[src/lsc_map.svh]
// register offsets, field positions, reset values and timing counts
`ifndef LSC_MAP_SVH
`define LSC_MAP_SVH

// ****************************************
// register indices (byte address is four times the index)
// ****************************************
`define LSC_IDX_SSP1        8'hF0
`define LSC_IDX_SSP2        8'hF1
`define LSC_IDX_SSP3        8'hF2
`define LSC_IDX_SSP4        8'hF3
`define LSC_IDX_CTRL1       8'hF4
`define LSC_IDX_STAT        8'hF5

// ****************************************
// reset values
// ****************************************
`define LSC_RST_SSP1        8'h21
`define LSC_RST_SSP2        8'h43
`define LSC_RST_SSP3        8'h65
`define LSC_RST_SSP4        8'h77
`define LSC_RST_CTRL1       8'h00

// ****************************************
// soft-start register fields
// ****************************************
`define LSC_SSP_CODE_LO     0
`define LSC_SSP_TO_LO       3
`define LSC_SSP_CODE_HI     4
`define LSC_SSP_TO_HI       7
`define LSC_SSP_RSVD_MASK   8'h77
`define LSC_CODE_HOLD       3'h7
`define LSC_DUTY_STEP       5'h03

// ****************************************
// control register one fields
// ****************************************
`define LSC_CR_OC_EN        0
`define LSC_CR_OSC_SEL      1
`define LSC_CR_LFREQ_SEL    2
`define LSC_CR_DSIG_SEL     3
`define LSC_CR_RAMP_SEL     4
`define LSC_CR_RETRY_OFF    5
`define LSC_CR_FAULT_ALL    6
`define LSC_CR_DIM_OFF      7

// ****************************************
// timing
// ****************************************
`define LSC_CLK_PERIOD_NS   4
`define LSC_CLK_HZ          (1_000_000_000 / `LSC_CLK_PERIOD_NS)
`define LSC_LAMP_HZ         50_000
`define LSC_LAMP_DIV        (`LSC_CLK_HZ / `LSC_LAMP_HZ)
`define LSC_TO_UNIT         32768
`define LSC_SOFT_LAST       4'hF

`endif

[src/lsc_pkg.sv]
// types shared by the lamp soft-start configuration block
package lsc_pkg;

	typedef enum logic [1:0] {
		LSC_IDLE  = 2'b00,
		LSC_SOFT  = 2'b01,
		LSC_RUN   = 2'b11,
		LSC_FAULT = 2'b10
	} lsc_state_t;

endpackage : lsc_pkg

[src/lsc_top.sv]
// lamp controller configuration: register bank on APB and the logic it steers
//
// Overview of operation
// - three-bit code picks duty 0..19% in 3% steps, one percent more for codes 4-6; code 7 keeps last duty
// - each duty code covers two consecutive lamp cycles of soft-start
// - two-bit field sets timeout 32768, 65536 or 98304 lamp cycles; 11 reserved
// - the chosen timeout governs both lamp channels alike
// - control bit 0 gates lamp overcurrent detection on
// - oscillator select: resistor-set internal oscillator, or external 22.5-440 Hz clock
// - lamp frequency made and driven on lamp sync pin, or taken from it
// - dimming signal made and driven on dimming sync pin, or taken from it
// - ramp option puts ramp generator instead of dimming signal on dimming sync
// - automatic retry after fault unless autoretry disable is set
// - fault response: shut faulty channel only, or both channels
// - dimming disable bit turns digital dimming off
//
// Local design decision: the APB slave port.
`timescale 1ns/10ps
`include "lsc_map.svh"

module lsc_top #(
	parameter int LAMP_DIV = `LSC_LAMP_DIV,      // clocks per internal lamp cycle
	parameter int TO_UNIT  = `LSC_TO_UNIT        // lamp cycles per timeout step
) (
	input  wire logic        pclk,               // system clock, 250 MHz
	input  wire logic        presetn,            // async reset, active low
	input  wire logic        psel,               // apb select
	input  wire logic        penable,            // apb access phase
	input  wire logic        pwrite,             // apb write
	input  wire logic [11:0] paddr,              // apb byte address
	input  wire logic [31:0] pwdata,             // apb write data
	output logic [31:0]      prdata,             // apb read data
	output logic             pready,             // apb ready
	output logic             pslverr,            // apb error on unmapped address or status write
	input  wire logic [1:0]  ch_enable,          // channel on requests
	input  wire logic [1:0]  strike_ok,          // lamp struck, per channel
	input  wire logic [1:0]  lamp_out,           // lamp out, per channel
	input  wire logic [1:0]  overcurrent,        // lamp overcurrent, per channel
	input  wire logic        dim_osc_input,      // dimming oscillator pin
	input  wire logic        dim_pwm_int,        // internal dimming signal
	input  wire logic        ramp_int,           // internal ramp generator
	input  wire logic        lamp_sync_pin_i,    // lamp sync pin level
	output logic             lamp_sync_pin_o,    // lamp sync pin drive
	output logic             lamp_sync_pin_oe_n, // lamp sync pin enable, low drives
	input  wire logic        dim_sync_pin_i,     // dimming sync pin level
	output logic             dim_sync_pin_o,     // dimming sync pin drive
	output logic             dim_sync_pin_oe_n,  // dimming sync pin enable, low drives
	output logic             dim_osc_ext,        // oscillator taken from external clock
	output logic             dim_osc_tick,       // one pulse per rising external dimming clock edge
	output logic             digital_dimming_pwm,// dimming gate to the lamp drive
	output logic [1:0]       ch_drive_en,        // channel lamp drive on
	output logic [9:0]       ch_duty,            // per channel duty in percent, 5 bits each
	output logic [1:0]       ch_fault            // channel fault
);

	// ****************************************
	// apb register bank
	// ****************************************
	logic [7:0]  ssp [4];
	logic [7:0]  control_one;
	logic [7:0]  rd_byte;
	wire  [9:0]  idx        = paddr[11:2];
	wire         acc        = psel && penable;
	wire         wr_en      = acc && pwrite;
	wire         hit_ssp    = idx >= {2'b00, `LSC_IDX_SSP1} && idx <= {2'b00, `LSC_IDX_SSP4};
	wire         hit_ctrl   = idx == {2'b00, `LSC_IDX_CTRL1};
	wire         hit_stat   = idx == {2'b00, `LSC_IDX_STAT};
	wire         mapped     = hit_ssp || hit_ctrl || (hit_stat && !pwrite);
	wire  [1:0]  ssp_sel    = idx[1:0];
	wire  [7:0]  ssp_wmask  = (ssp_sel == 2'h0) ? 8'hFF : `LSC_SSP_RSVD_MASK;

	lsc_pkg::lsc_state_t ch_state [2];
	logic [1:0]          chan_fault;

	assign pready  = 1'b1;
	assign pslverr = acc && !mapped;
	assign rd_byte = hit_ssp  ? ssp[ssp_sel] :
	                 hit_ctrl ? control_one :
	                 hit_stat ? {2'b00, ch_state[1], ch_state[0], chan_fault} : 8'h00;

	always_ff @(posedge pclk or negedge presetn) begin
		if (!presetn) begin
			ssp[0]      <= `LSC_RST_SSP1;
			ssp[1]      <= `LSC_RST_SSP2;
			ssp[2]      <= `LSC_RST_SSP3;
			ssp[3]      <= `LSC_RST_SSP4;
			control_one <= `LSC_RST_CTRL1;
			prdata      <= 32'h0000_0000;
		end else begin
			if (wr_en && hit_ssp) ssp[ssp_sel] <= pwdata[7:0] & ssp_wmask;
			if (wr_en && hit_ctrl) control_one <= pwdata[7:0];
			if (psel && !penable && !pwrite) prdata <= {24'h00_0000, rd_byte};
		end
	end

	// ****************************************
	// control decode
	// ****************************************
	wire        oc_en      = control_one[`LSC_CR_OC_EN];
	wire        osc_sel    = control_one[`LSC_CR_OSC_SEL];
	wire        lfreq_ext  = control_one[`LSC_CR_LFREQ_SEL];
	wire        dsig_ext   = control_one[`LSC_CR_DSIG_SEL];
	wire        ramp_sel   = control_one[`LSC_CR_RAMP_SEL];
	wire        retry_off  = control_one[`LSC_CR_RETRY_OFF];
	wire        fault_all  = control_one[`LSC_CR_FAULT_ALL];
	wire        dim_off    = control_one[`LSC_CR_DIM_OFF];
	wire [1:0]  to_sel     = {ssp[0][`LSC_SSP_TO_HI], ssp[0][`LSC_SSP_TO_LO]};
	// reserved setting falls back to the longest limit
	wire [1:0]  to_mult    = (to_sel == 2'b11) ? 2'b10 : to_sel;
	wire [16:0] timeout    = 17'(TO_UNIT) * 17'({1'b0, to_mult} + 3'h1);
	wire [23:0] codes      = {ssp[3][6:4], ssp[3][2:0], ssp[2][6:4], ssp[2][2:0],
	                          ssp[1][6:4], ssp[1][2:0], ssp[0][6:4], ssp[0][2:0]};

	// ****************************************
	// pin synchronisers
	// ****************************************
	logic [10:0] sync_a;
	logic [10:0] sync_b;
	wire  [10:0] pins_raw = {dim_osc_input, lamp_sync_pin_i, dim_sync_pin_i,
	                         ch_enable, strike_ok, lamp_out, overcurrent};
	logic        osc_q;
	logic        lamp_pin_q;

	always_ff @(posedge pclk or negedge presetn) begin
		if (!presetn) begin
			sync_a  <= 11'h000;
			sync_b  <= 11'h000;
			osc_q   <= 1'b0;
			lamp_pin_q <= 1'b0;
		end else begin
			sync_a  <= pins_raw;
			sync_b  <= sync_a;
			osc_q   <= sync_b[10];
			lamp_pin_q <= sync_b[9];
		end
	end

	wire [1:0] en_s  = sync_b[7:6];
	wire [1:0] so_s  = sync_b[5:4];
	wire [1:0] lo_s  = sync_b[3:2];
	wire [1:0] oc_s  = sync_b[1:0];

	// ****************************************
	// lamp frequency and dimming pins
	// ****************************************
	logic [15:0] lamp_div_cnt;
	logic        lamp_clk_int;
	wire         div_wrap  = lamp_div_cnt == 16'(LAMP_DIV - 1);
	wire         ext_tick  = sync_b[9] && !lamp_pin_q;
	wire         lamp_tick = lfreq_ext ? ext_tick : div_wrap;

	always_ff @(posedge pclk or negedge presetn) begin
		if (!presetn) begin
			lamp_div_cnt <= 16'h0000;
			lamp_clk_int <= 1'b0;
		end else begin
			lamp_div_cnt <= div_wrap ? 16'h0000 : lamp_div_cnt + 16'h0001;
			if (div_wrap) lamp_clk_int <= 1'b0;
			else if (lamp_div_cnt == 16'(LAMP_DIV / 2 - 1)) lamp_clk_int <= 1'b1;
		end
	end

	assign lamp_sync_pin_o     = lamp_clk_int;
	assign lamp_sync_pin_oe_n  = lfreq_ext;
	assign dim_sync_pin_o      = ramp_sel ? ramp_int : dim_pwm_int;
	assign dim_sync_pin_oe_n   = dsig_ext;
	assign dim_osc_ext         = osc_sel;
	assign dim_osc_tick        = osc_sel && sync_b[10] && !osc_q;
	// disabled dimming leaves the lamp burst gate fully on
	assign digital_dimming_pwm = dim_off ? 1'b1 : (dsig_ext ? sync_b[8] : dim_pwm_int);

	// ****************************************
	// lamp channels
	// ****************************************
	wire [1:0] other_down = {chan_fault[0], chan_fault[1]} & {2{fault_all}};

	for (genvar c = 0; c < 2; c++) begin : g_ch
		logic [4:0] duty_c;
		lsc_chan u_chan (
			.pclk              (pclk),
			.presetn           (presetn),
			.lamp_tick         (lamp_tick),
			.enable            (en_s[c]),
			.shutdown          (other_down[c]),
			.strike_ok         (so_s[c]),
			.lamp_out          (lo_s[c]),
			.overcurrent       (oc_s[c]),
			.oc_detect_en      (oc_en),
			.autoretry_disable (retry_off),
			.timeout_cycles    (timeout),
			.codes             (codes),
			.duty              (duty_c),
			.state             (ch_state[c]),
			.fault             (chan_fault[c])
		);
		assign ch_duty[c*5 +: 5] = duty_c;
		assign ch_drive_en[c]    = ch_state[c] inside {lsc_pkg::LSC_SOFT, lsc_pkg::LSC_RUN};
	end

	assign ch_fault = chan_fault;
endmodule : lsc_top

[src/lsc_chan.sv]
// one lamp channel: soft-start duty sequence, strike and lamp-out timeout, fault handling
`timescale 1ns/10ps
`include "lsc_map.svh"

module lsc_chan (
	input  wire logic              pclk,              // system clock
	input  wire logic              presetn,           // async reset, active low
	input  wire logic              lamp_tick,         // one pulse per lamp cycle
	input  wire logic              enable,            // channel wanted on
	input  wire logic              shutdown,          // forced off by the other channel
	input  wire logic              strike_ok,         // lamp has struck
	input  wire logic              lamp_out,          // lamp current missing
	input  wire logic              overcurrent,       // lamp current too high
	input  wire logic              oc_detect_en,      // overcurrent detection gate
	input  wire logic              autoretry_disable, // no retry after a fault
	input  wire logic [16:0]       timeout_cycles,    // strike/lamp-out limit in lamp cycles
	input  wire logic [23:0]       codes,             // eight three-bit duty codes
	output logic [4:0]             duty,              // switching duty in percent
	output lsc_pkg::lsc_state_t    state,             // channel state
	output logic                   fault              // channel in fault
);

	lsc_pkg::lsc_state_t next_state;
	logic [16:0]         cnt;
	logic [3:0]          cyc;
	logic [2:0]          cur_code;
	logic [4:0]          next_duty;
	logic [4:0]          code_duty;
	wire                 cnt_done  = lamp_tick && (cnt == timeout_cycles - 17'h0_0001);
	wire                 oc_trip   = oc_detect_en && overcurrent;
	wire                 soft_done = (cyc == `LSC_SOFT_LAST);

	// each code covers a pair of lamp cycles
	assign cur_code  = codes[{cyc[3:1], 2'b00} - {2'b00, cyc[3:1]} +: 3];
	// upper codes sit one percent above the plain three-percent step
	assign code_duty = 5'(cur_code * `LSC_DUTY_STEP) + {4'h0, cur_code[2]};
	assign next_duty = (cur_code == `LSC_CODE_HOLD) ? duty : code_duty;
	assign fault     = (state == lsc_pkg::LSC_FAULT);

	always_comb begin
		next_state = state;
		case (state)
			// start on a lamp cycle boundary so every code pair spans two whole cycles
			lsc_pkg::LSC_IDLE:  if (enable && !shutdown && lamp_tick) next_state = lsc_pkg::LSC_SOFT;
			lsc_pkg::LSC_SOFT: begin
				if (oc_trip || cnt_done) next_state = lsc_pkg::LSC_FAULT;
				else if (strike_ok && soft_done && lamp_tick) next_state = lsc_pkg::LSC_RUN;
			end
			lsc_pkg::LSC_RUN:   if (oc_trip || (lamp_out && cnt_done)) next_state = lsc_pkg::LSC_FAULT;
			lsc_pkg::LSC_FAULT: if (!autoretry_disable && cnt_done) next_state = lsc_pkg::LSC_IDLE;
			default:            next_state = lsc_pkg::LSC_IDLE;
		endcase
		if (!enable || (shutdown && state != lsc_pkg::LSC_FAULT)) next_state = lsc_pkg::LSC_IDLE;
	end

	always_ff @(posedge pclk or negedge presetn) begin
		if (!presetn) begin
			state <= lsc_pkg::LSC_IDLE;
			cnt   <= 17'h0_0000;
			cyc   <= 4'h0;
			duty  <= 5'h00;
		end else begin
			state <= next_state;
			if (next_state != state || (state == lsc_pkg::LSC_RUN && !lamp_out)) cnt <= 17'h0_0000;
			else if (lamp_tick) cnt <= cnt + 17'h0_0001;
			if (state != lsc_pkg::LSC_SOFT) cyc <= 4'h0;
			else if (lamp_tick && !soft_done) cyc <= cyc + 4'h1;
			if (state == lsc_pkg::LSC_SOFT) duty <= next_duty;
			else if (state != lsc_pkg::LSC_RUN) duty <= 5'h00;
		end
	end
endmodule : lsc_chan

[config.mk]
export PLATFORM = sky130hd
export DESIGN_NAME = lsc_top
export DESIGN_NICKNAME = d
export VERILOG_FILES = /design/src/lsc_pkg.sv /design/src/lsc_top.sv /design/src/lsc_chan.sv
export VERILOG_INCLUDE_DIRS = /design/src
export SDC_FILE = /design/constraint.sdc
export NUM_CORES = 1
export LEC_CHECK = 0
export CAP_MARGIN = 0
export CORE_MARGIN = 1.5
export CORE_UTILIZATION = 65
export CTS_CLUSTER_DIAMETER = 200
export DETAILED_ROUTE_END_ITERATION = 16
export DONT_BUFFER_PORTS = 1
export PLACE_DENSITY = 0.81
export REMOVE_ABC_BUFFERS = 1
export SYNTH_ARGS = -nofsm -noshare
export SYNTH_HDL_FRONTEND = slang
export SYNTH_SLANG_ARGS = --single-unit
[constraint.sdc]
create_clock -name pclk -period 7.4 [get_ports pclk]
set_clock_uncertainty 0.1 [all_clocks]
set_input_delay 0.37 -clock pclk [delete_from_list [all_inputs] [get_ports pclk]]
set_output_delay 0.37 -clock pclk [all_outputs]
set_load 0.02 [all_outputs]
; Word-level counts from Yosys, hierarchy flattened
; Cells that the tools add are included.
[word_totals]
register_bits = 145
input_bits = 62
word_cells = 188
[classes]
n_addsub = 11
n_mul = 2
n_lt_le_gt_ge = 4
n_eq_ne = 27
shift = 2
mux = 46
n_bitwise = 3
reduce_logical = 73
[op_table]
columns = op, count
row1 = $mux W17, 4
row2 = $mux W8, 6
row3 = $shiftx A24 B6 Y3, 2
row4 = $logic_and A1 B1 Y1, 35
row5 = $add A17 B1 Y17 const B, 2
row6 = $eq A17 B17 Y1, 2
row7 = $bwmux W32, 1
row8 = $mux W5, 6
row9 = $mux W2, 13
row10 = $eq A10 B8 Y1 const B, 2
row11 = $reduce_bool A2 Y1, 9
row12 = $sub A17 B1 Y17 const B, 1
row13 = $add A16 B1 Y16 const B, 1
row14 = $bmux W8 S2, 1
row15 = $demux W8 S2, 1
row16 = $eq A16 B12 Y1 const B, 1
row17 = $eq A16 B13 Y1 const B, 1
row18 = $mux W16, 1
row19 = $mux W4, 4
row20 = $pmux W2 S4, 2
row21 = $logic_not A1 Y1, 14
row22 = $ne A2 B2 Y1 const B, 6
row23 = $add A5 B1 Y5, 2
row24 = $eq A2 B2 Y1 const B, 5
row25 = 21 further kinds, 46

; Logic depth before layout (Yosys ltp)
; Gate-level depths: netlist (run 1).
[logic_depth]
ltp_word = 14
ltp_mapped = 17
depth_no_buf = 14

; Cells and area by module
; From an unflattened synthesis (run 1), not the netlist that was laid out.
[unflattened]
hier_cells = 928
area_unflattened_um2 = 9745.6
[by_module_without_submodules]
columns = mod, instances, cells_per_inst, area_per_inst_um2
row1 = lsc_top, 1, 294, 3898.7
row2 = lsc_chan (g_ch[0].u_chan), 1, 322, 3010.4
row3 = lsc_chan (g_ch[1].u_chan), 1, 312, 2836.5

; Worst setup path after synthesis (run 1)
; OpenSTA, ideal clock, no wires.
[synth_path]
path_type = flip-flop to flip-flop
start = register g_ch[0].u_chan.cyc[1]
end = register g_ch[0].u_chan.duty[4]
setup_ns = 0.140
arrival_time_ns = 3.506
t_required_ns = 7.160
slack_ns = 3.655
stages_incl_launch_ff = 15
n_path_buf = 3
synth_period_minus_slack_ns = 3.745
path_cell_list = dfrtp_1 -> buf_2 -> inv_2 -> ha_1 -> clkbuf_1 -> buf_1 -> mux4_2 -> mux2_2 -> o21ai_0 -> o22ai_1 -> ha_1 -> fa_1 -> a21o_1 -> nand2_1 -> mux2i_1
[synth_via]
elab_chain_cells = 6
word_cells_on_any_way = 9
classes_between = 2 x add/sub / 1 x mul / 2 x eq/ne / 1 x shift / 2 x mux / 1 x reduce/logical
[synth_rtl]
columns = item, line
row1 = from (decl), lsc_chan.sv:25  ; logic [3:0] cyc;
row2 = from (signal assigned), lsc_chan.sv:67  ; else if (lamp_tick && !soft_done) cyc <= cyc + 4'h1;
row3 = $sub A5 B3 Y5 *, lsc_chan.sv:34  ; assign cur_code = codes[{cyc[3:1], 2'b00} - {2'b00, cyc[3:1]} +: 3];
row4 = $shiftx A24 B6 Y3 *, lsc_chan.sv:34
row5 = $mul A3 B2 Y5 (no line), --
row6 = $add A5 B1 Y5, lsc_chan.sv:36  ; assign code_duty = 5'(cur_code * `LSC_DUTY_STEP) + {4'h0, cur_code[2]};
row7 = $mux W5, lsc_chan.sv:37  ; assign next_duty = (cur_code == `LSC_CODE_HOLD) ? duty : code_duty;
row8 = $mux W5, lsc_chan.sv:68  ; if (state == lsc_pkg::LSC_SOFT) duty <= next_duty;
row9 = to (signal assigned), lsc_chan.sv:68
row10 = to (decl), lsc_chan.sv:18  ; output logic [4:0] duty,
; Every way passes the cells marked *; elsewhere a longest branch is shown, timed or not. The select of a mux whose other input is x is not followed.
; A chain may end at the register's enable or synchronous reset.

; Worst setup path after layout (run 1)
[layout_path]
start = register g_ch[1].u_chan.cyc[1]
end = register g_ch[1].u_chan.duty[2]
[layout_via]
elab_chain_cells = 6
word_cells_on_any_way = 9
classes_between = 2 x add/sub / 1 x mul / 2 x eq/ne / 1 x shift / 2 x mux / 1 x reduce/logical
[layout_rtl]
columns = item, line
row1 = from (decl), lsc_chan.sv:25
row2 = from (signal assigned), lsc_chan.sv:67
row3 = $sub A5 B3 Y5 *, lsc_chan.sv:34
row4 = $shiftx A24 B6 Y3 *, lsc_chan.sv:34
row5 = $mul A3 B2 Y5 (no line), --
row6 = $add A5 B1 Y5, lsc_chan.sv:36
row7 = $mux W5, lsc_chan.sv:37
row8 = $mux W5, lsc_chan.sv:68
row9 = to (signal assigned), lsc_chan.sv:68
row10 = to (decl), lsc_chan.sv:18
; Marks and branches as above.

==> reports/results.tsv, run 1 <==
metric	value	unit
FF-to-FF Start	g_ch[1].u_chan.cyc[1]	
crit share post-route	65.0	%
clock root cell	clkbuf_16	
Netlist cell types	67	
critical path arrival	5.07	ns
max-cap violation count	0	
crit path kind	register to register	
DRT Wirelength	19700	um
DR pass1 iterations	6	
vias in the first global route	6252	
Worst Hold Depth	2	
Peak VDD IR	145	uV
Switch Pwr	398	uW
R2R Path End	g_ch[1].u_chan.duty[2]	
Synth Flop Type	dfrtp_1	
r2r setup slk	2.59	ns
global-route wire length before repair	31900	um
DRC	0	
hpwl dp	12900	um
Synth Register Bits	145	
Top Ports	117	
Async S/R FF share, synth	100	%
sequential share of power	45.2	%
Startpoint Class	register	
initial antenna violation count	0	
nets@finish	874	
CP Max Fanout	22	
# clock sinks	145	
CTS Buf Count	17	
Global Route Usage Sum	31.1	%
FF-to-FF path depth	12	
Post-Layout Cell Count	976	
most frequent cells in the layout	dfrtp_1, nand2_1, nor2_1	
Initial Util	66.8	%
Worst Setup End Kind	register	
largest net degree at the start of global routing	146	
Hold Path End	prdata[7]	
Synth-to-Final Area Change	9.90	%
core box area	0.0127	mm2
worst slew pin tran	1.16	ns
sw frac	21.7	%
Antenna Nets Post-Route	0	
Slew Limit Fails	0	
fmax	0.208	GHz
beginning of the worst hold path	penable	
Pleak	0.00404	uW
final setup fails	0	
Reg clk slew, reported paths	0.06	ns
status	completed	
RSZ-0062 raised after global routing	no	
DR iter-0 viols	521	
H-tree level count	4	
Vias	6227	
commonest non-fill, non-tap cell in the layout	dfrtp_1	
Hold Path Class	primary input to register	
Chip Height	117	um
number of port buffers	0	
ant diodes	0	
Syn Area/Cell	10.7	um2
cell area after synthesis	0.00846	mm2
vias per cell	6.38	
Seq/Total Area, Yosys	43.1	%
Overflow after GRT	0	
final hold violations	0	
Post-synth EDFFs	0	
area post-placement	0.00842	mm2
worst skew pair latency	0.43	ns
Setup Buffers After CTS	0	
Synth Warn #	0	
RePlAce Congestion	0.944	
CTS Buffer Depth	2	
pwr dens	197	mW/mm2
fin crit period	4.81	ns
Combinational Power Share	3.3	%
slew margin rel.	22.0	%
Internal	1440	uW
Die Span X	117	um
WP data required	7.66	ns
Inst Count DP	923	
DIE AREA	0.0137	mm2
CTS tree	built	
Clk pwr share	51.5	%
post-route cell area	0.00930	mm2
row cnt	41	
Cells after Synth	787	
WL/cell	20.1	um
Final TNS setup	0	ns
layout cells sized above 1	17.8	%
routing by layer:
metal	vias to the layer above	GRT usage [%]	share of wire [%]
li1	2778	-	-
met1	3155	39.5	40
met2	244	51.0	51
met3	50	7.98	6.1
met4	0	13.3	2.8
met5	-	0	0
critical path, stage by stage, from the launching register on:
cell and delay, ns:
dfrtp_1 0.85, inv_1 0.40, ha_1 0.91, nor2b_1 0.13, a211oi_1 0.31, a21oi_1 0.10
mux4_2 0.50, mux2_2 0.35, ha_1 0.26, fa_1 0.41, xor2_1 0.17, nand2_1 0.07
mux2i_1 0.16
cells by family after synthesis:
logic type,count (synthesis),synth area share (%)
buf+inv,84,5.37
simple gates,263,15.8
mux,99,16.7
xor+xnor,61,6.32
other cells,2,0.0888
flops,145,43.1
compound gates,112,9.26
fa+ha+maj,21,3.28
power by group through the flow:
stage | registers (uW) | logic, uW | clock network, uW
2_1_floorplan | 838 | 28.3 | 0
3_3_place_gp | 842 | 30.5 | 0
3_5_place_dp | 842 | 31.4 | 0
4_1_cts | 828 | 60.8 | 955
5_1_grt | 830 | 68.6 | 993
6_report | 829 | 60.2 | 944
how the worst max path moves through the flow:
| stage | from | to |
|---|---|---|
| after floorplan | g_ch[1].u_chan.cyc[1] | g_ch[1].u_chan.duty[2] |
| after global placement | g_ch[1].u_chan.cyc[1] | g_ch[1].u_chan.duty[2] |
| after detailed placement | g_ch[1].u_chan.cyc[1] | g_ch[1].u_chan.duty[2] |
| after CTS | g_ch[1].u_chan.cyc[1] | g_ch[1].u_chan.duty[2] |
| after global routing | g_ch[1].u_chan.cyc[1] | g_ch[1].u_chan.duty[2] |
| final | g_ch[1].u_chan.cyc[1] | g_ch[1].u_chan.duty[2] |
area by class of cell:
type                       count  area (um2)
inverter                      22        82.6
tap                          172         215
sequential                   145        3650
multi-input combinational    581        4450
fill                         895        3370
clock buffer                  19         443
clock inverter                13         208
timing repair buffer          24         250
sequential cells by signal, indices dropped and copies added, names as in the netlist:
name and flops:
ssp 8, sync_b 11, osc_q 1, g_ch.u_chan.cnt 34
g_ch.u_chan.cyc 8, lamp_div_cnt 16, prdata 8, lamp_sync_pin_o 1
lamp_pin_q 1, sync_a 11, codes 24, g_ch.u_chan.state 4
g_ch.u_chan.duty 10, control_one 8
synth_stat cells (3+ instances only):
library cell	n	area [um2]
dfstp_2	15	394
a21o_1	5	37.5
mux2_2	40	450
nor4b_1	5	43.8
nand2b_1	4	25.0
nor2b_1	11	68.8
o31ai_1	4	30.0
clkbuf_1	19	71.3
o21ai_0	12	60.1
nand2_1	86	323
and3_1	14	87.6
nand4b_1	3	26.3
buf_2	9	45.0
xor2_1	34	298
nor4_1	4	25.0
a21oi_2	10	87.6
o211ai_1	6	45.0
o21ai_1	3	15.0
nand3b_1	3	22.5
mux2i_1	29	290
buf_1	3	11.3
a22oi_1	6	45.0
nor3b_1	3	22.5
ha_1	19	238
a31oi_1	8	50.1
nor3_1	16	80.1
dfrtp_1	130	3250
buf_4	29	218
nand3_1	25	125
xnor2_1	27	236
a211oi_1	10	75.1
mux4_2	30	676
inv_1	20	75.1
and2_1	9	56.3
a21oi_1	26	130
nand4_1	7	43.8
and4_1	4	35.0
o22ai_1	4	25.0
nor2_1	57	214
metrics by stage:
stage | hold WS (ns) | worst slack (ns) | util, % | total power (uW)
finish | 0.166 | 2.59 | 73.4 | 1830
global route | 0.171 | 2.29 | 73.4 | 1890
CTS | 0.148 | 2.60 | 73.4 | 1840
detailed placement | -0.0205 | 2.66 | 66.4 | 874
global placement | -0.0201 | 2.74 | 66.4 | 872
floorplan | -0.0256 | 3.35 | - | 866
what timing repair did:
| item | CTS | global route |
|---|---|---|
| setup endpoints to repair | 0 | 0 |
| hold endpoints to repair | 190 | 0 |
| resized for setup | 0 | 0 |
| hold buffers | 21 | 0 |
Power figures use the tool's default switching activity.
==> run 2, diff against run 1 <==
ABC_AREA = 1   (was not set)
CORE_UTILIZATION = 58   (was 65)
PLACE_DENSITY = 0.76   (was 0.81)
clock period = 4 ns   (was 7.4 ns; I/O delays follow)
==> reports/results.tsv, run 2 <==
metric	value	unit	change
status	completed		
Post-synth EDFFs	0		unchanged
Antenna Nets Post-Route	0		unchanged
ant diodes	0		unchanged
Pleak	0.00451	uW	+12%
critical path arrival	3.83	ns	-1.24 ns
Final TNS setup	0	ns	unchanged
delay-heaviest family, CP	buffers and inverters		
worst skew pair latency	0.43	ns	about the same
FF-to-FF path depth	16		+4
CTS Buffer Depth	2		unchanged
clock root cell	clkbuf_16		
Async S/R FF share, synth	100	%	unchanged
CTS Buf Count	17		unchanged
RSZ-0062 raised after global routing	no		
vias per cell	5.53		-13%
Startpoint Class	register		
Cells after Synth	1113		+41%
max-cap violation count	0		unchanged
Synth-to-Final Area Change	10.0	%	
commonest non-fill, non-tap cell in the layout	nand2_1		
crit share post-route	89.2	%	+24 points
Die Span X	124	um	+6.3%
Netlist cell types	54		-19%
initial antenna violation count	0		unchanged
crit path kind	register to register		
Seq/Total Area, Yosys	42.6	%	-0.48 points
top cell type by total area after synthesis	dfrtp_1		
CP max-delay cell	xor2_1		
R2R Path End	g_ch[0].u_chan.duty[3]		
final hold violations	0		unchanged
number of port buffers	0		unchanged
fmax	0.280	GHz	+35%
number of flip-flops in the largest register	34		unchanged
Crit path buffers/inverters	3		+2
top cells by area, synth	dfrtp_1, nand2_1, o21ai_0		
cell repeated most along the worst path	nand2_1		
area post-placement	0.00852	mm2	+1.2%
Reg clk slew, reported paths	0.06	ns	about the same
CTS tree	built		
Hold Path Class	primary input to register		
Synth top area share	38.0	%	-0.43 points
Top Ports	117		unchanged
core box area	0.0145	mm2	+14%
Synth Register Bits	145		unchanged
Syn Area/Cell	7.69	um2	-28%
DR iter-0 viols	621		+19%
Vias	7314		+17%
DRT Wirelength	20100	um	+2.2%
row cnt	44		+7.3%
beginning of the worst hold path	paddr[5]		
# clock sinks	145		unchanged
final setup fails	0		unchanged
slew margin rel.	17.9	%	-4.0 points
worst-path cell chain	inv_1, ha_1, xor2_1, inv_1, o311ai_0, nand2_1, nand2_1, nand2_1, inv_1, ha_1, nand2_1, nand2_1, a31oi_1, xor2_1, nand2_1, nand2_1		
Initial Util	59.1	%	-7.7 points
r2r setup slk	0.43	ns	-2.16 ns
Synth Flop Type	dfrtp_1		
H-tree level count	4		unchanged
FF-to-FF Start	g_ch[0].u_chan.cyc[1]		
Worst Hold Depth	5		+3
post-route cell area	0.00941	mm2	+1.3%
WL/cell	15.2	um	-25%
CP Max Fanout	12		-45%
DRC	0		unchanged
Worst Setup End Kind	register		
Sequential cell area	0.00365	mm2	unchanged
Multi-input gate area	0.00403	mm2	-9.5%
largest net degree at the start of global routing	146		unchanged
Peak VDD IR	335	uV	+130%
synth cell count leaders	nand2_1, inv_1, dfrtp_1		
vias in the first global route	6907		+10%
worst slew pin tran	1.23	ns	+0.0654 ns
Fillers	1241		+39%
largest register by flop count	g_ch.u_chan.cnt		
final hold slack	0.113	ns	-0.0525 ns
DIE AREA	0.0155	mm2	+13%
hpwl dp	14000	um	+7.8%
WP data required	4.27	ns	-3.39 ns
Hold Path End	prdata[6]		
Setup Buffers After CTS	0		unchanged
RePlAce Congestion	0.939		-0.55%
Global Route Usage Sum	27.1	%	-4.0 points
Overflow after GRT	0		unchanged
Chip Height	124	um	+6.3%
fin crit period	3.57	ns	-1.24 ns
pwr dens	350	mW/mm2	+77%
cell area after synthesis	0.00855	mm2	+1.1%
most numerous cell in the Yosys netlist	nand2_1		
Synth Warn #	0		unchanged
DR pass1 iterations	9		+3
nets@finish	1208		+38%
global-route wire length before repair	33900	um	+6.0%
layout cells sized above 1	8.26	%	-9.5 points
Slew Limit Fails	0		unchanged
most frequent cells in the layout	nand2_1, inv_1, dfrtp_1		
Largest stage delay, worst path	0.43	ns	-0.48 ns
[run 2: cell count changes after synthesis, moves of 11 or more]
cell     before  now
a21oi_1      26   37
mux2i_1      29    0
nor2b_1      11    0
o21ai_0      12  121
o22ai_1       4   15
mux2_2       40    0
inv_1        20  148
xnor2_1      27    5
mux4_2       30    0
nand2_1      86  237
nand3_1      25   64
nor2_1       57  110
and3_1       14    1
[run 2: tightest hold or removal path, delay by kind of cell]
family / cells / cell delay [ns]
buffers and inverters: 1 / 0.02
AO/OA/AOI/OAI: 1 / 0.12
AND/OR/NAND/NOR: 3 / 0.27
[run 2: power breakdown]
group | internal, uW | total, uW | switching (uW) | leakage (uW)
combinational | 31.5 | 120 | 88.9 | 0.00236
clock | 1030 | 1680 | 654 | 0.000303
sequential | 1480 | 1490 | 9.39 | 0.00185
total | 2540 | 3290 | 752 | 0.00451
[run 2: stage by stage]
| stage | util (%) | total power [uW] | std cells | setup WS [ns] |
|---|---|---|---|---|
| finish | 65.0 | 3290 | 1322 | 0.432 |
| CTS | 65.0 | 3310 | 1322 | 0.445 |
| floorplan | - | 1570 | 1077 | 0.0789 |
| detailed placement | 58.8 | 1590 | 1265 | 0.481 |
| global route | 65.0 | 3390 | 1322 | 0.0815 |
| global placement | 58.8 | 1580 | 1265 | 0.560 |
[run 2: cell type report]
type / instances / share of cell area (%)
tap: 184 / 2.45
multi-input combinational: 777 / 42.8
inverter: 155 / 6.18
clock buffer: 19 / 4.81
clock inverter: 13 / 1.85
timing repair buffer: 29 / 3.16
sequential: 145 / 38.7
[run 2: cells by family after synthesis]
| group | after synthesis | share of synthesized area (%) |
|---|---|---|
| other | 2 | 0.0878 |
| buffers and inverters | 214 | 11.3 |
| adders and majority gates | 21 | 3.25 |
| and+or+nand+nor | 477 | 24.7 |
| xor gates and xnor gates | 34 | 3.48 |
| DFF | 145 | 42.6 |
| AOI/OAI and AO/OA | 220 | 14.6 |
[run 2: how the worst max path moves through the flow]
stage | from | endpoint | cells after the start
floorplan | g_ch[1].u_chan.cyc[1] | g_ch[1].u_chan.duty[3] | 12
global placement | g_ch[1].u_chan.cyc[1] | g_ch[1].u_chan.duty[3] | 14
detailed placement | g_ch[0].u_chan.cyc[1] | g_ch[0].u_chan.duty[3] | 16
CTS | g_ch[0].u_chan.cyc[1] | g_ch[0].u_chan.duty[3] | 16
global route | g_ch[0].u_chan.cyc[1] | g_ch[0].u_chan.duty[3] | 16
finish | g_ch[0].u_chan.cyc[1] | g_ch[0].u_chan.duty[3] | 16
[run 2: timing repair]
| item | in CTS | in global routing |
|---|---|---|
| hold endpoints to repair | 195 | 0 |
| hold buffers | 25 | 0 |
| resized for setup | 0 | 0 |
[run 2: layer usage]
layer | GRT usage, % | wire [um]
met5 | 0 | 0
met4 | 10.3 | 488
met3 | 7.00 | 1560
met2 | 41.5 | 9070
met1 | 37.0 | 8970
==> run 3, diff against run 2 <==
PLACE_DENSITY = 0.78   (was 0.76)
==> reports/results.tsv, run 3 (synthesized netlist as in run 2, its figures left out) <==
metric	value	unit	change
Sequential cell area	0.00365	mm2	unchanged
Vias	7279		-0.48%
Chip Height	124	um	unchanged
critical path arrival	3.81	ns	-0.02 ns
DR pass1 iterations	5		-4
WP data required	4.27	ns	about the same
RSZ-0062 raised after global routing	no		
crit share post-route	88.6	%	-0.56 points
DRC	0		unchanged
most frequent cells in the layout	nand2_1, inv_1, dfrtp_1		
CP Depth	16		unchanged
Fillers	1270		+2.3%
number of flip-flops in the largest register	34		unchanged
worst-path cell chain	inv_1, ha_1, xor2_1, inv_1, o311ai_0, nand2_1, nand2_1, nand2_1, inv_1, ha_1, nand2_1, nand2_1, a31oi_1, xor2_1, nand2_1, nand2_1		
post-route cell area	0.00935	mm2	-0.64%
largest register by flop count	g_ch.u_chan.cnt		
CTS Buf Count	17		unchanged
CP max-delay cell	xor2_1		
worst skew pair latency	0.43	ns	about the same
Die Span X	124	um	unchanged
Synth-to-Final Area Change	9.33	%	
DRT Wirelength	19900	um	-0.86%
H-tree level count	4		unchanged
Tot Pwr	3170	uW	-3.7%
WL/cell	15.1	um	-0.79%
Slew Limit Fails	0		unchanged
nets@finish	1207		-0.083%
layout cells sized above 1	8.36	%	+0.095 points
final setup fails	0		unchanged
vias per cell	5.51		-0.40%
Pleak	0.00448	uW	-0.65%
clock root cell	clkbuf_16		
number of port buffers	0		unchanged
# clock sinks	145		unchanged
vias in the first global route	7004		+1.4%
FF-to-FF path depth	16		unchanged
core box area	0.0145	mm2	unchanged
Initial Util	59.1	%	unchanged
CTS Buffer Depth	2		unchanged
Antenna Nets Post-Route	0		unchanged
Startpoint Class	register		
RePlAce Congestion	0.932		-0.81%
Worst Hold Depth	4		-1
CP Max Fanout	12		unchanged
Multi-input gate area	0.00403	mm2	unchanged
global-route wire length before repair	33100	um	-2.1%
Top Ports	117		unchanged
crit path kind	register to register		
Hold Path Class	primary input to register		
worst slew pin tran	0.954	ns	-0.274 ns
Reg clk slew, reported paths	0.06	ns	about the same
pwr dens	339	mW/mm2	-3.1%
row cnt	44		unchanged
ant diodes	0		unchanged
slew margin rel.	35.9	%	+18 points
Global Route Usage Sum	26.4	%	-0.61 points
final hold slack	0.0283	ns	-0.0848 ns
Inst Count DP	1266		+0.079%
Post-Layout Cell Count	1321		-0.076%
status	completed		
cell repeated most along the worst path	nand2_1		
DR iter-0 viols	529		-15%
CTS tree	built		
area post-placement	0.00853	mm2	about the same
Crit path buffers/inverters	3		unchanged
Worst Setup End Kind	register		
fin crit period	3.55	ns	-0.0225 ns
Resized cells post-CTS	0		unchanged
hpwl dp	13700	um	-2.1%
Final TNS setup	0	ns	unchanged
commonest non-fill, non-tap cell in the layout	nand2_1		
Largest stage delay, worst path	0.46	ns	+0.03 ns
final hold violations	0		unchanged
DIE AREA	0.0155	mm2	unchanged
fmax	0.282	GHz	+0.64%
initial antenna violation count	0		unchanged
largest net degree at the start of global routing	146		unchanged
delay-heaviest family, CP	buffers and inverters		
Peak VDD IR	325	uV	-3.0%
Overflow after GRT	0		unchanged
max-cap violation count	0		unchanged
## run 3: worst register-to-register path, stage by stage, from the launching register on
cell	delay, ns
dfrtp_1	0.43
inv_1	0.27
ha_1	0.25
xor2_1	0.46
inv_1	0.31
o311ai_0	0.41
nand2_1	0.11
nand2_1	0.08
nand2_1	0.08
inv_1	0.13
ha_1	0.28
nand2_1	0.07
nand2_1	0.05
a31oi_1	0.18
xor2_1	0.16
nand2_1	0.06
nand2_1	0.06
## run 3: what timing repair did
item / in CTS / in global routing
buffers inserted: 0 / 0
hold buffers: 23 / 0
endpoints found under the hold margin: 195 / 0
endpoints found under the setup margin: 0 / 0
## run 3: path summary, 6_finish.rpt
path | from | to | slack, ns
worst max-delay path | g_ch[0].u_chan.cyc[1] | g_ch[0].u_chan.duty[3] | 0.45
worst min-delay path | psel | prdata[2] | 0.03
worst max register to register | g_ch[0].u_chan.cyc[1] | g_ch[0].u_chan.duty[3] | 0.45
worst min register to register | sync_a[7] | sync_b[7] | 0.25
max in group asynchronous | presetn | g_ch[0].u_chan.duty[1] | 2.91
min in group asynchronous | presetn | ssp[19] | 0.26
## run 3: layer usage
layer  wire length [um]  vias up  global-route usage [%]
li1                   -     3592                       -
met1               8750     3346                    35.2
met2               9070      290                    41.6
met3               1520       51                    5.88
met4                571        0                    11.9
met5                  0        -                       0
## run 3: power breakdown
| group | internal, uW | leakage, uW | switching (uW) |
|---|---|---|---|
| registers | 1480 | 0.00185 | 9.37 |
| logic | 31.1 | 0.00236 | 88.9 |
| clock network | 899 | 0.000279 | 659 |
## run 3: stage by stage
stage | setup WS [ns] | util (%)
floorplan | 0.0789 | -
global placement | 0.564 | 58.9
detailed placement | 0.522 | 58.9
CTS | 0.474 | 64.6
global route | 0.0647 | 64.6
finish | 0.455 | 64.6
## run 3: cell type report
type	instances	area share (%)
Tap cell	184	2.46
Clock inverter	13	1.35
Sequential cell	145	39.0
Timing Repair Buffer	28	3.05
Inverter	155	6.22
Clock buffer	19	4.84
Multi-Input combinational cell	777	43.1
